### src/logic/vrt_pkg.sv
// Constants for the reference and temperature control register block
package vrt_pkg;
   localparam logic [7:0] ctrl_addr = 8'h00;
   localparam logic [7:0] status_addr = 8'h01;
   localparam int enable_bit = 7;
   localparam int ready_bit = 6;
   localparam int temp_enable_bit = 5;
   localparam int temp_range_bit = 4;
   localparam int cmp_gain_lsb = 2;
   localparam int adc_gain_lsb = 0;
   localparam logic [7:0] ctrl_reset = 8'h00;
   localparam logic [7:0] writable_mask = 8'hbf;
   localparam int clk_mhz = 100;
   localparam int settle_ns = 20000;
   localparam int settle_cycles = (settle_ns * clk_mhz + 999) / 1000;
   localparam int buffer_ns = 30000;
   localparam int buffer_cycles = (buffer_ns * clk_mhz + 999) / 1000;
   localparam int temp_wait_ns = 200000;
   localparam int temp_wait_cycles = (temp_wait_ns * clk_mhz + 999) / 1000;
   localparam logic [1:0] gain_off = 2'h0;
   localparam logic [1:0] gain_x1 = 2'h1;
   localparam logic [1:0] gain_x2 = 2'h2;
   localparam logic [1:0] gain_x4 = 2'h3;
   typedef enum logic [1:0] {
      ref_off = 2'b00,
      ref_settling = 2'b01,
      ref_ready = 2'b10
   } vrt_ref_state_type;
endpackage : vrt_pkg

### src/logic/vrt_settle_timer.sv
// Down counter that reports when a settling interval has elapsed
`timescale 1ns/1ps
module vrt_settle_timer #(
   parameter int width = 16
) (
   input wire logic sys_clk,
   input wire logic reset,
   input wire logic clk_en,
   input wire logic restart,
   input wire logic hold_off,
   input wire logic [width-1:0] load_value,
   output logic done
);
   typedef struct packed {
      logic [width-1:0] count;
      logic done;
   } vrt_timer_state_type;

   vrt_timer_state_type state;
   vrt_timer_state_type next_state;

   always_comb begin
      next_state = state;
      if (hold_off) begin
         next_state.count = '0;
         next_state.done = 1'b0;
      end else if (restart) begin
         next_state.count = load_value;
         next_state.done = 1'b0;
      end else if (state.count > width'(1)) begin
         next_state.count = state.count - width'(1);
      end else begin
         next_state.count = '0;
         next_state.done = 1'b1;
      end
   end

   always_ff @(posedge sys_clk or posedge reset) begin
      if (reset) begin
         state <= '0;
      end else if (clk_en) begin
         state <= next_state;
      end
   end

   assign done = state.done;
endmodule : vrt_settle_timer

### src/logic/vrt_control.sv
// Fixed reference and temperature indicator control register
//
// What this block does
// - Reference enable output follows control bit 7.
// - Ready flag at bit 6 reads one only when reference output is usable.
// - On the standard-voltage variant the ready flag always reads one.
// - Temperature indicator enable output follows control bit 5.
// - Range output follows bit 4: one high range, zero low range.
// - Bits 3-2 set comparator/DAC buffer gain: 11 x4, 10 x2, 01 x1, 00 off.
// - Bits 1-0 set ADC buffer gain with the same encoding.
// - All writable bits reset to zero on every reset.
// - Temperature indicator is routed to the ADC while the dedicated ADC channel select input and control bit 5 are both high.
// - Ready sets only after the reference has settled following enable.
//
// Chosen here: the address map and the strobed register port.
`timescale 1ns/1ps
module vrt_control #(
   parameter bit standard_variant = 1'b0,
   parameter int settle_count = vrt_pkg::settle_cycles
) (
   input wire logic sys_clk,
   input wire logic reset,
   input wire logic clk_en,
   input wire logic [7:0] addr,
   input wire logic [7:0] wdata,
   input wire logic wr_en,
   input wire logic rd_en,
   input wire logic adc_temp_channel_sel,
   output logic [7:0] rdata,
   output logic reference_enable,
   output logic temp_sense_enable,
   output logic temp_range_select,
   output logic [1:0] cmp_dac_buffer_gain,
   output logic [1:0] adc_buffer_gain,
   output logic temp_to_adc,
   output logic cmp_buffer_ready,
   output logic adc_buffer_ready,
   output logic temp_sample_ok
);
   typedef struct packed {
      logic [7:0] ctrl;
      vrt_pkg::vrt_ref_state_type ref_state;
      logic [7:0] rdata;
      logic temp_to_adc;
      logic [1:0] cmp_gain_prev;
      logic [1:0] adc_gain_prev;
      logic temp_route_prev;
   } vrt_state_type;

   vrt_state_type state;
   vrt_state_type next_state;
   logic ref_done;
   logic cmp_done;
   logic adc_done;
   logic temp_done;
   logic ready;
   logic [7:0] status_word;

   function automatic logic buffer_on(input logic [1:0] gain);
      buffer_on = (gain != vrt_pkg::gain_off);
   endfunction : buffer_on

   ////////////////////////////////////////////////////////////////////////////////
   // Field decoding
   function automatic logic [1:0] cmp_gain_of(input logic [7:0] ctrl);
      cmp_gain_of = ctrl[vrt_pkg::cmp_gain_lsb +: 2];
   endfunction : cmp_gain_of

   function automatic logic [1:0] adc_gain_of(input logic [7:0] ctrl);
      adc_gain_of = ctrl[vrt_pkg::adc_gain_lsb +: 2];
   endfunction : adc_gain_of

   // Stored bits with the live ready flag in place of the unwritable one
   function automatic logic [7:0] ctrl_image(input logic [7:0] ctrl, input logic rdy);
      ctrl_image = ctrl;
      ctrl_image[vrt_pkg::ready_bit] = rdy;
   endfunction : ctrl_image

   // Unmapped addresses read as zero rather than aliasing a register
   function automatic logic [7:0] read_word(
      input logic [7:0] a,
      input logic [7:0] ctrl,
      input logic rdy,
      input logic [7:0] status
   );
      case (a)
         vrt_pkg::ctrl_addr: begin
            read_word = ctrl_image(ctrl, rdy);
         end
         vrt_pkg::status_addr: begin
            read_word = status;
         end
         default: begin
            read_word = 8'h00;
         end
      endcase
   endfunction : read_word

   // Any disable drops straight to off so a re-enable always settles afresh
   function automatic vrt_pkg::vrt_ref_state_type step_ref(
      input vrt_pkg::vrt_ref_state_type cur,
      input logic enable,
      input logic settled
   );
      step_ref = cur;
      case (cur)
         vrt_pkg::ref_off: begin
            if (enable) begin
               step_ref = vrt_pkg::ref_settling;
            end
         end
         vrt_pkg::ref_settling: begin
            if (!enable) begin
               step_ref = vrt_pkg::ref_off;
            end else if (settled) begin
               step_ref = vrt_pkg::ref_ready;
            end
         end
         vrt_pkg::ref_ready: begin
            if (!enable) begin
               step_ref = vrt_pkg::ref_off;
            end
         end
         default: begin
            step_ref = vrt_pkg::ref_off;
         end
      endcase
   endfunction : step_ref

   ////////////////////////////////////////////////////////////////////////////////
   // Ready flag
   // A disable write clears the flag at once rather than one state step later
   assign ready = standard_variant ? 1'b1 :
      (state.ref_state == vrt_pkg::ref_ready && state.ctrl[vrt_pkg::enable_bit]);

   assign status_word = {5'h00, temp_done, adc_done, cmp_done};

   always_comb begin
      next_state = state;
      next_state.rdata = 8'h00;
      next_state.cmp_gain_prev = cmp_gain_of(state.ctrl);
      next_state.adc_gain_prev = adc_gain_of(state.ctrl);
      next_state.temp_route_prev = state.temp_to_adc;
      // Sensor routed only while it is both enabled and selected
      next_state.temp_to_adc = adc_temp_channel_sel & state.ctrl[vrt_pkg::temp_enable_bit];
      if (wr_en && addr == vrt_pkg::ctrl_addr) begin
         next_state.ctrl = wdata & vrt_pkg::writable_mask;
      end
      if (rd_en) begin
         next_state.rdata = read_word(addr, state.ctrl, ready, status_word);
      end
      next_state.ref_state = step_ref(state.ref_state, state.ctrl[vrt_pkg::enable_bit],
         ref_done);
   end

   always_ff @(posedge sys_clk or posedge reset) begin
      if (reset) begin
         state <= '0;
         state.ctrl <= vrt_pkg::ctrl_reset;
         state.ref_state <= vrt_pkg::ref_off;
      end else if (clk_en) begin
         state <= next_state;
      end
   end

   ////////////////////////////////////////////////////////////////////////////////
   // Settling timers
   vrt_settle_timer #(.width(16)) u_ref_timer (
      .sys_clk(sys_clk),
      .reset(reset),
      .clk_en(clk_en),
      .restart(state.ref_state == vrt_pkg::ref_off),
      .hold_off(!state.ctrl[vrt_pkg::enable_bit]),
      .load_value(16'(settle_count)),
      .done(ref_done)
   );

   // Buffer readiness is a helper for software; it does not gate the outputs
   vrt_settle_timer #(.width(16)) u_cmp_timer (
      .sys_clk(sys_clk),
      .reset(reset),
      .clk_en(clk_en),
      .restart(!buffer_on(state.cmp_gain_prev)),
      .hold_off(!buffer_on(cmp_gain_of(state.ctrl))),
      .load_value(16'(vrt_pkg::buffer_cycles)),
      .done(cmp_done)
   );

   vrt_settle_timer #(.width(16)) u_adc_timer (
      .sys_clk(sys_clk),
      .reset(reset),
      .clk_en(clk_en),
      .restart(!buffer_on(state.adc_gain_prev)),
      .hold_off(!buffer_on(adc_gain_of(state.ctrl))),
      .load_value(16'(vrt_pkg::buffer_cycles)),
      .done(adc_done)
   );

   // Restarted each time the sensor is newly routed; software re-waits between samples
   vrt_settle_timer #(.width(16)) u_temp_timer (
      .sys_clk(sys_clk),
      .reset(reset),
      .clk_en(clk_en),
      .restart(!state.temp_route_prev),
      .hold_off(!state.temp_to_adc),
      .load_value(16'(vrt_pkg::temp_wait_cycles)),
      .done(temp_done)
   );

   ////////////////////////////////////////////////////////////////////////////////
   // Outputs
   assign rdata = state.rdata;
   assign reference_enable = state.ctrl[vrt_pkg::enable_bit];
   assign temp_sense_enable = state.ctrl[vrt_pkg::temp_enable_bit];
   assign temp_range_select = state.ctrl[vrt_pkg::temp_range_bit];
   assign cmp_dac_buffer_gain = cmp_gain_of(state.ctrl);
   assign adc_buffer_gain = adc_gain_of(state.ctrl);
   assign temp_to_adc = state.temp_to_adc;
   assign cmp_buffer_ready = cmp_done;
   assign adc_buffer_ready = adc_done;
   assign temp_sample_ok = temp_done;
endmodule : vrt_control

### config.mk
export PLATFORM = sky130hd
export DESIGN_NAME = vrt_control
export DESIGN_NICKNAME = d
export VERILOG_FILES = /design/src/logic/vrt_pkg.sv /design/src/logic/vrt_settle_timer.sv /design/src/logic/vrt_control.sv
export SDC_FILE = /design/constraint.sdc
export NUM_CORES = 1
export LEC_CHECK = 0
export ABC_AREA = 1
export BUFFER_PORTS_ARGS = -buffer_cell sky130_fd_sc_hd__buf_2
export CORE_MARGIN = 8
export CORE_UTILIZATION = 40
export DETAILED_ROUTE_END_ITERATION = 8
export HOLD_SLACK_MARGIN = 0.1
export PLACE_DENSITY = 0.69
export SLEW_MARGIN = 20
export SYNTH_ARGS = -nofsm -noshare
export SYNTH_HDL_FRONTEND = slang
export SYNTH_SLANG_ARGS = --single-unit
### constraint.sdc
create_clock -name sys_clk -period 2.2 [get_ports sys_clk]
set_input_delay 0 -clock sys_clk [delete_from_list [all_inputs] [get_ports sys_clk]]
set_output_delay 0 -clock sys_clk [all_outputs]
set_load 0.01 [all_outputs]
## Word-level counts from Yosys, hierarchy flattened

Cells that the tools add are included.

| word-level totals | value |
|---|---|
| word-level logic and storage cells | 71 |
| bits of input ports | 22 |
| output and inout port bits | 19 |
| flip-flop bits (word level) | 91 |

| operators by class | value |
|---|---|
| $lt $le $gt $ge | 4 |
| reduce and logical (&&, ||, !) cells | 14 |
| add/subtract/negate cells | 4 |
| muxes and demuxes | 23 |
| eq/ne operators | 10 |
| bitwise gates (word level) | 1 |

Operator list:

| kind | number |
|---|---|
| $mux 17 | 8 |
| $gt 16x1->1 const B | 4 |
| $mux 16 | 4 |
| $sub 16x1->16 const B | 4 |
| $pmux 8 s2 | 1 |
| $reduce_and 2->1 | 5 |
| $ne 3x3->1 const B | 3 |
| $eq 8x1->1 const B | 1 |
| $logic_not 8->1 | 1 |
| $mux 2 | 4 |
| $mux 8 | 1 |
| $reduce_bool 2->1 | 4 |
| $ne 3x2->1 const B | 2 |
| $pmux 2 s3 | 1 |
| $mux 1 | 4 |
| $ne 2x2->1 const B | 2 |
| $reduce_and 4->1 | 1 |
| $eq 2x1->1 const B | 1 |
| $eq 2x2->1 const B | 1 |
| $logic_and 1x1->1 | 2 |
| $logic_not 2->1 | 1 |
| $and 1x1->1 | 1 |

## Depth between registers and ports, before layout

Gate-level depths: netlist (run 1).

| logic depth | value |
|---|---|
| depth in word-level cells | 4 |
| gate-level depth with buffers | 11 |
| depth with buffers taken out | 11 |

## Modules after synthesis

From an unflattened synthesis (run 1), not the netlist that was laid out.

| second synthesis, totals | value |
|---|---|
| cells, all modules | 974 |
| area total of the unflattened synthesis | 6344.8 µm² |

By module, submodules not included:

| module | times used | cells an instance | seq. area each (µm²) | area each (µm²) |
|---|---|---|---|---|
| vrt_settle_timer | 4 | 205 | 425.4 | 1281.2 |
| vrt_control | 1 | 154 | 575.6 | 1219.9 |

## Worst setup path after synthesis (run 1)

Ideal clock, no wire load.

| timing path | value |
|---|---|
| path kind | register -> register |
| start point | register u_adc_timer.state[1] in the netlist's numbering |
| end point | register u_adc_timer.state[13] in the netlist's numbering |
| arrival | 1.352 ns |
| path slack | 0.722 ns |
| setup time | 0.126 ns |
| period minus slack after synthesis | 1.478 ns |
| buffers on the path | 0 |
| required time | 2.074 ns |
| stages on the path, launching flop included | 9 |
| cell sequence | dfrtp_1 -> inv_1 -> ha_1 -> nand2_1 -> nor2_1 -> nand2_1 -> nor2_1 -> xor2_1 -> nor2_1 |

| on the way | value |
|---|---|
| cells in the longest elaborated chain, start to end | 4 |
| elaborated cells between the ends (all ways) | 5 |
| those cells by class | add/sub (1); order compare (1); mux (3) |

RTL lines:

| item | RTL line | source |
|---|---|---|
| start, declared | vrt_settle_timer.sv:19 | `vrt_timer_state_type state;` |
| start signal, assigned | vrt_settle_timer.sv:42 | `state <= next_state;` |
| $sub 16x1->16 or $gt 16x1->1 (tied branches) | vrt_settle_timer.sv:31, vrt_settle_timer.sv:30 |  |
| $mux 16 * | vrt_settle_timer.sv:30 | `end else if (state.count > width'(1)) begin` |
| $mux 17 * | vrt_settle_timer.sv:27 | `end else if (restart) begin` |
| $mux 17 * | vrt_settle_timer.sv:24 | `if (hold_off) begin` |

Every way passes the cells marked *; elsewhere a longest branch is shown, timed or not.
A chain may end at the register's enable or synchronous reset.

## Final worst setup path (run 1)

| timing path | value |
|---|---|
| start point | register u_adc_timer.state[1] in the netlist's numbering |
| end point | register u_adc_timer.state[11] in the netlist's numbering |

Same word-level chain as after synthesis.

==> results.md, run 1 <==
* CTS root buf: clkbuf_16
* Min Tclk post-route at 1.75 ns
* Final WL at 11400 microns
* Crit path top cell by count: nor2_1
* Placed cell areas at 5600 sq um
* Distinct cells, synth at 38
* Crit-path slowest cell: dfrtp_1
* Drt pass-1 iters at 4
* Hold slack at 0.145 ns
* Iter 0 DRT Violations at 183
* Ys Warns at 0
* Final setup fails at 0
* Synth Net Count at 748
* Final Hold Viols at 0
* Cell Rows at 42
* M1 wire length at 5590 microns
* Crit path max fanout at 10
* Placer Congestion at 0.811
* H-tree depth at 3
* Crit path depth at 7
* Ant diodes at 0
* Nets at 794
* Max Cap Violations at 0
* Vias/cell at 4.67
* Sequential area share after synthesis at 43.1%
* Total GRT Usage at 14.4%
* Die Area at 17200 sq um
* Num CTS Buffers at 9
* Met2 routed WL at 5220 microns
* Fin cells at 944
* Buf/Inv on CP at 1
* Syn avg cell area at 7.36 sq um
* Top Layer Used: met4
* Final Cycle Share at 79.6%
* Clock Tree Buf Depth at 2
* Post-route antenna net violation count at 0
* Drt drc at 0
* CTS tree: built
* RSZ-0062 raised after global routing: no
* Synthesized flop and latch total at 91
* Placed cell count at 914
* Port buffer count at 39
* Die X at 131 microns
* Largest family of logic cells by synthesized area: simple AND/OR/NAND/NOR gates
* Post-CTS sizing at 0
* DP HPWL at 8100 microns
* Min-delay worst type: in2reg
* Via Count at 4407
* Post-Layout Inst Area at 6010 sq um
* Skew final at 0.00823 ns
* Largest net degree at the start of global routing at 92
* Syn-to-layout area delta at 13.7%
* Final worst setup slack at 0.450 ns
* Slew @ Worst Pin at 0.656 ns
* Mux contribution to synthesized area at 0%
* Cell family with most CP delay: compound AO/OA/AOI/OAI gates
* WP data arrival at 1.96 ns
* Status: complete, no violations
* CP endpoint kind: flop
* Synth Instances at 718
* Slew headroom at 55.6%
* Async SR Flop Fraction at 100%
* Min-Delay Path Depth at 6
* CP required at 2.41 ns
* Worst skew pair latency at 0.34 ns
* Dpl ws at 0.473 ns
* Ports at 41
* Peak supply drop at 0.413 mV
* First-pass GRT wire length at 19700 microns
* Pwr/cell area at 913 nW/um^2
* Layout cells sized above 1 at 12.4%
* Synth Area in Compound Gates at 5.68%
* Die Y at 131 microns
* Mapped Area at 5290 sq um
* Setup Buffers After CTS at 0
* CP startpoint kind: flop
* Post-Synth Simple-Gate Area at 35.6%
* Initial antenna violation count at 0
* # clock sinks at 91
* Initial Util at 40.4%
* CTS clk-pin slew, worst paths at 0.06 ns
* Post-Synth XOR/XNOR Area at 5.63%
* F_max at 0.571 GHz
* Leak at 3.16 nW
* Worst path max stage delay at 0.40 ns
* Prevailing post-synth register cell: dfrtp_1
* Number of enable flip-flop cells after synthesis at 0
* Vias in the first global route at 4222
* Reg2reg path depth at 7
* Setup TNS Final at 0 ns
* Critical path class: reg2reg
* CP Cell Sequence: inv_1, ha_1, o21ai_0, nor2_1, nand2_2, o21ai_2, nor2_1
* Remaining global-route overflow at 0
* Slew Limit Fails at 0
* Met3 routed WL at 376 microns
* Core ar. at 13100 sq um
* DR WL/cell at 12.0 microns
* Area share of fa/ha/maj cells after synthesis at 1.89%
## cell usage after synthesis (3+ instances only)
library cell,count,area [sq um]
buf_4,14,105
nor2_2,8,50.1
inv_2,5,18.8
o21ai_0,30,150
buf_2,6,30.0
ha_1,8,100
nor2_1,103,387
nand2_1,241,905
o21bai_1,3,22.5
nand3_1,44,220
o21ai_1,5,25.0
dfrtp_1,91,2280
inv_1,65,244
or2_2,3,18.8
nor3_1,5,25.0
xor2_1,28,245
nor2_4,6,67.6
nand2_2,6,37.5
nand4_1,10,62.6
a21oi_1,6,30.0
nor3_2,4,40.0
xnor2_1,6,52.6
and2_1,3,18.8
## stage by stage
step	util [%]	total power [mW]
global placement	42.8	4.07
global route	46.0	5.93
floorplan	-	3.70
finish	46.0	5.49
detailed placement	42.8	4.09
CTS	46.0	5.55
## flip-flops by register name, indices dropped and copies added, names as in the netlist, 2 cells and up
| signal | flops |
|---|---|
| adc_buffer_gain | 2 |
| cmp_dac_buffer_gain | 2 |
| rdata | 8 |
| state | 7 |
| u_adc_timer.state | 16 |
| u_cmp_timer.state | 16 |
| u_ref_timer.state | 16 |
| u_temp_timer.state | 16 |
## logic make-up after synthesis
family	count (synthesis)
simple gates	439
flops	91
xor+xnor	34
fa+ha+maj	8
compound gates	52
buf+inv	94
## power by group
| group | total, mW | internal (mW) | switching, mW |
|---|---|---|---|
| registers | 2.10 | 1.88 | 0.213 |
| logic | 1.98 | 0.744 | 1.24 |
| clock network | 1.41 | 0.790 | 0.621 |
| total | 5.49 | 3.42 | 2.07 |
## path summary, 6_finish.rpt
check | start | end | slack (ns)
setup reg to reg | u_adc_timer.state[1]$_DFFE_PP0P_ | u_adc_timer.state[11]$_DFFE_PP0P_ | 0.45
hold / removal | addr[0] | rdata[5]$_DFFE_PP0P_ | 0.15
hold reg to reg | state[3]$_DFFE_PP0P_ | state[3]$_DFFE_PP0P_ | 0.48
min in group asynchronous | reset | u_temp_timer.state[8]$_DFFE_PP0P_ | 0.33
max in group asynchronous | reset | u_adc_timer.state[12]$_DFFE_PP0P_ | 1.47
setup / recovery | u_adc_timer.state[1]$_DFFE_PP0P_ | u_adc_timer.state[11]$_DFFE_PP0P_ | 0.45
## layout make-up
type,instances,area (sq um)
fill,1284,7070
multi-input combinational,533,2580
clock buffer,13,250
inverter,71,272
tap,176,220
timing repair buffer,58,400
sequential,91,2280
clock inverter,2,12.5
## routing by layer
layer | GRT usage [%] | vias to the layer above
met5 | 0 | -
met4 | 5.00 | 0
met3 | 3.37 | 10
met2 | 22.9 | 69
met1 | 18.7 | 2005
li1 | - | 2323
## cell usage in the layout (no fill, tap or decap), drive strengths merged, types with 2 or more instances in the layout
cell / synthesis / final
nand2: 247 / 247
nand4: 10 / 10
clkinv: 1 / 2
o21a: 2 / 2
dlygate4sd3: 0 / 15
clkbuf: 1 / 13
nor2: 117 / 117
xor2: 28 / 28
a21oi: 7 / 7
or2: 4 / 4
nand3: 45 / 45
o21bai: 3 / 3
nor3: 9 / 9
dfrtp: 91 / 91
buf: 22 / 43
inv: 70 / 69
ha: 8 / 8
xnor2: 6 / 6
clkinvlp: 0 / 2
o21ai: 37 / 37
and2: 3 / 3
## tightest hold or removal path: cells and delay by family
kind	cells	cell delay [ns]
compound gates	1	0.08
simple gates	4	0.28
buf+inv	1	0.09
## what timing repair did
action,4_1_cts,5_1_grt
endpoints found under the hold margin,110,0
hold buffers,15,0
setup endpoints to repair,0,0
(Power assumes the default switching activity.)
==> inputs of run 2 (changes only) <==
==> constraint.sdc (replaced) <==
create_clock -name sys_clk -period 1.55 [get_ports sys_clk]
set_input_delay 0 -clock sys_clk [delete_from_list [all_inputs] [get_ports sys_clk]]
set_output_delay 0 -clock sys_clk [all_outputs]
set_load 0.01 [all_outputs]
==> results.md, run 2 (synthesis results as in run 1) <==
* Initial Util at 40.4% (unchanged)
* Die Area at 17200 sq um (unchanged)
* Comb pwr share at 38.9% (+2.8 points)
* Pwr/cell area at 1310 nW/um^2 (+44%)
* Max Cap Violations at 0 (unchanged)
* Iter 0 DRT Violations at 219 (+20%)
* Critical path class: reg2reg
* Core ar. at 13100 sq um (unchanged)
* Placer Congestion at 0.869 (+7.1%)
* Vias in the first global route at 4385 (+3.9%)
* Worst path max stage delay at 0.39 ns (about the same)
* CP endpoint kind: flop
* Drt drc at 0 (unchanged)
* Crit path max fanout at 5 (-5)
* Most frequent cells in the layout: nand2_1 (237), nor2_1 (95), dfrtp_1 (90)
* Cell Rows at 42 (unchanged)
* Peak supply drop at 0.682 mV (+65%)
* Port buffer count at 39 (unchanged)
* CP required at 1.83 ns (-0.58 ns)
* Cell Int Power at 5.34 mW (+56%)
* Final Hold Viols at 0 (unchanged)
* Slew headroom at 58.2% (+2.5 points)
* Placed cell count at 941 (+3.0%)
* CTS tree: built
* Worst skew pair latency at 0.34 ns (about the same)
* Dpl ws at -0.0194 ns (-0.492 ns)
* Placed cell areas at 5820 sq um (+3.8%)
* DP HPWL at 8200 microns (+1.2%)
* # clock sinks at 91 (unchanged)
* Layout cells sized above 1 at 20.1% (+7.8 points)
* F_max at 0.682 GHz (+19%)
* Flop pwr share at 35.0% (-3.2 points)
* Ant diodes at 0 (unchanged)
* DR WL/cell at 12.2 microns (+1.4%)
* Min Tclk post-route at 1.47 ns (-0.285 ns)
* Total GRT Usage at 14.8% (+0.37 points)
* Initial antenna violation count at 0 (unchanged)
* Crit path top cell by count: nand2_1
* Post-Layout Inst Area at 6470 sq um (+7.6%)
* Die Y at 131 microns (unchanged)
* Clock Tree Buf Depth at 2 (unchanged)
* Slew Limit Fails at 0 (unchanged)
* Nets at 830 (+4.5%)
* Final setup fails at 0 (unchanged)
* Switching part of the total at 37.0% (-0.69 points)
* H-tree depth at 3 (unchanged)
* Largest net degree at the start of global routing at 92 (unchanged)
* CP startpoint kind: flop
* First-pass GRT wire length at 20200 microns (+2.5%)
* Slew @ Worst Pin at 0.619 ns (-0.0375 ns)
* Fin cells at 980 (+3.8%)
* Via Count at 4630 (+5.1%)
* Switching pwr at 3.14 mW (+52%)
* CP Cell Sequence: buf_4, ha_1, o21ai_1, nor2_2, nand2_1, nand3_1, nand2_1, nand2_1, nand2_1
* Skew final at 0.00518 ns (-0.00305 ns)
* Commonest non-fill, non-tap cell in the layout: nand2_1
* Syn-to-layout area delta at 22.4%
* WP data arrival at 1.75 ns (-0.21 ns)
* Leak at 3.39 nW (+7.0%)
* Crit-path slowest cell: dfrtp_1
* Status: complete, no violations
* Vias/cell at 4.72 (+1.2%)
* Hold slack at 0.106 ns (-0.0398 ns)
* Post-route antenna net violation count at 0 (unchanged)
* Die X at 131 microns (unchanged)
* Drt pass-1 iters at 4 (unchanged)
* RSZ-0062 raised after global routing: yes
* Final worst setup slack at 0.0845 ns (-0.365 ns)
* Num CTS Buffers at 9 (unchanged)
* CTS clk-pin slew, worst paths at 0.06 ns (about the same)
* Final WL at 12000 microns (+5.3%)
* Min-delay worst type: in2reg
* Final Cycle Share at 94.5% (+15 points)
* Clock Power Share at 26.1% (+0.4 points)
* CTS root buf: clkbuf_16
* Ports at 41 (unchanged)
* Remaining global-route overflow at 0 (unchanged)
-- run 2: cell count changes in the layout (fill, tap and decap cells not counted), sizes merged --
cell	before	now
nand2	247	249
inv	69	70
bufinv	0	1
clkinvlp	2	1
clkinv	2	1
buf	43	77
-- run 2: critical path, delay by kind of cell (launching register included) --
family | cells | cell delay [ns]
AOI/OAI and AO/OA | 1 | 0.17
and+or+nand+nor | 6 | 0.51
buffers and inverters | 1 | 0.14
DFF | 1 | 0.39
adders and majority gates | 1 | 0.18
-- run 2: power groups by stage --
stage	Combinational (mW)	Clock, mW	Sequential [mW]
after global placement	3.00	0	3.00
final	3.30	2.21	2.97
after CTS	3.14	2.27	2.96
after floorplan	2.31	0	2.95
after detailed placement	3.03	0	3.00
after global routing	3.76	2.37	3.01
-- run 2: path summary, 6_finish.rpt --
kind	start	end	slack (ns)	cells past startpoint
max	u_adc_timer.state[1]$_DFFE_PP0P_	u_adc_timer.state[12]$_DFFE_PP0P_	0.08	9
min in group asynchronous	reset	u_temp_timer.state[14]$_DFFE_PP0P_	0.32	4
min	clk_en	u_temp_timer.state[3]$_DFFE_PP0P_	0.11	4
min reg2reg	state[4]$_DFFE_PP0P_	state[4]$_DFFE_PP0P_	0.48	2
max reg2reg	u_adc_timer.state[1]$_DFFE_PP0P_	u_adc_timer.state[12]$_DFFE_PP0P_	0.08	9
max in group asynchronous	reset	u_cmp_timer.state[9]$_DFFE_PP0P_	0.84	4
-- run 2: what timing repair did --
item,4_1_cts,5_1_grt
setup buffers,0,7
hold buffers,15,0
gates resized for setup,5,45
endpoints found under the hold margin,107,0
pin swaps,5,13
gates cloned,1,1
endpoints found under the setup margin,14,65
-- run 2: routing by layer --
layer	track usage, %	vias to the layer above	part of all wire (%)
li1	-	2396	-
met1	18.6	2138	47
met2	24.5	84	48
met3	2.84	12	3.4
met4	5.67	0	1.5
met5	0	-	0
-- run 2: layout make-up --
| class | count | area, sq um |
|---|---|---|
| Multi-Input combinational cell | 535 | 2730 |
| Inverter | 71 | 275 |
| Clock buffer | 13 | 260 |
| Timing Repair Buffer | 92 | 672 |
| Fill cell | 1217 | 6620 |
| Tap cell | 176 | 220 |
| Sequential cell | 91 | 2280 |
| Clock inverter | 2 | 35.0 |
-- run 2: stage by stage --
step / power, mW / setup TNS (ns) / utilization [%]
after CTS: 8.37 / 0 / 48.0
after global routing: 9.14 / -0.0628 / 49.4
after detailed placement: 6.02 / -0.111 / 44.4
final: 8.48 / 0 / 49.4
after floorplan: 5.26 / 0 / -
after global placement: 6.00 / 0 / 44.4
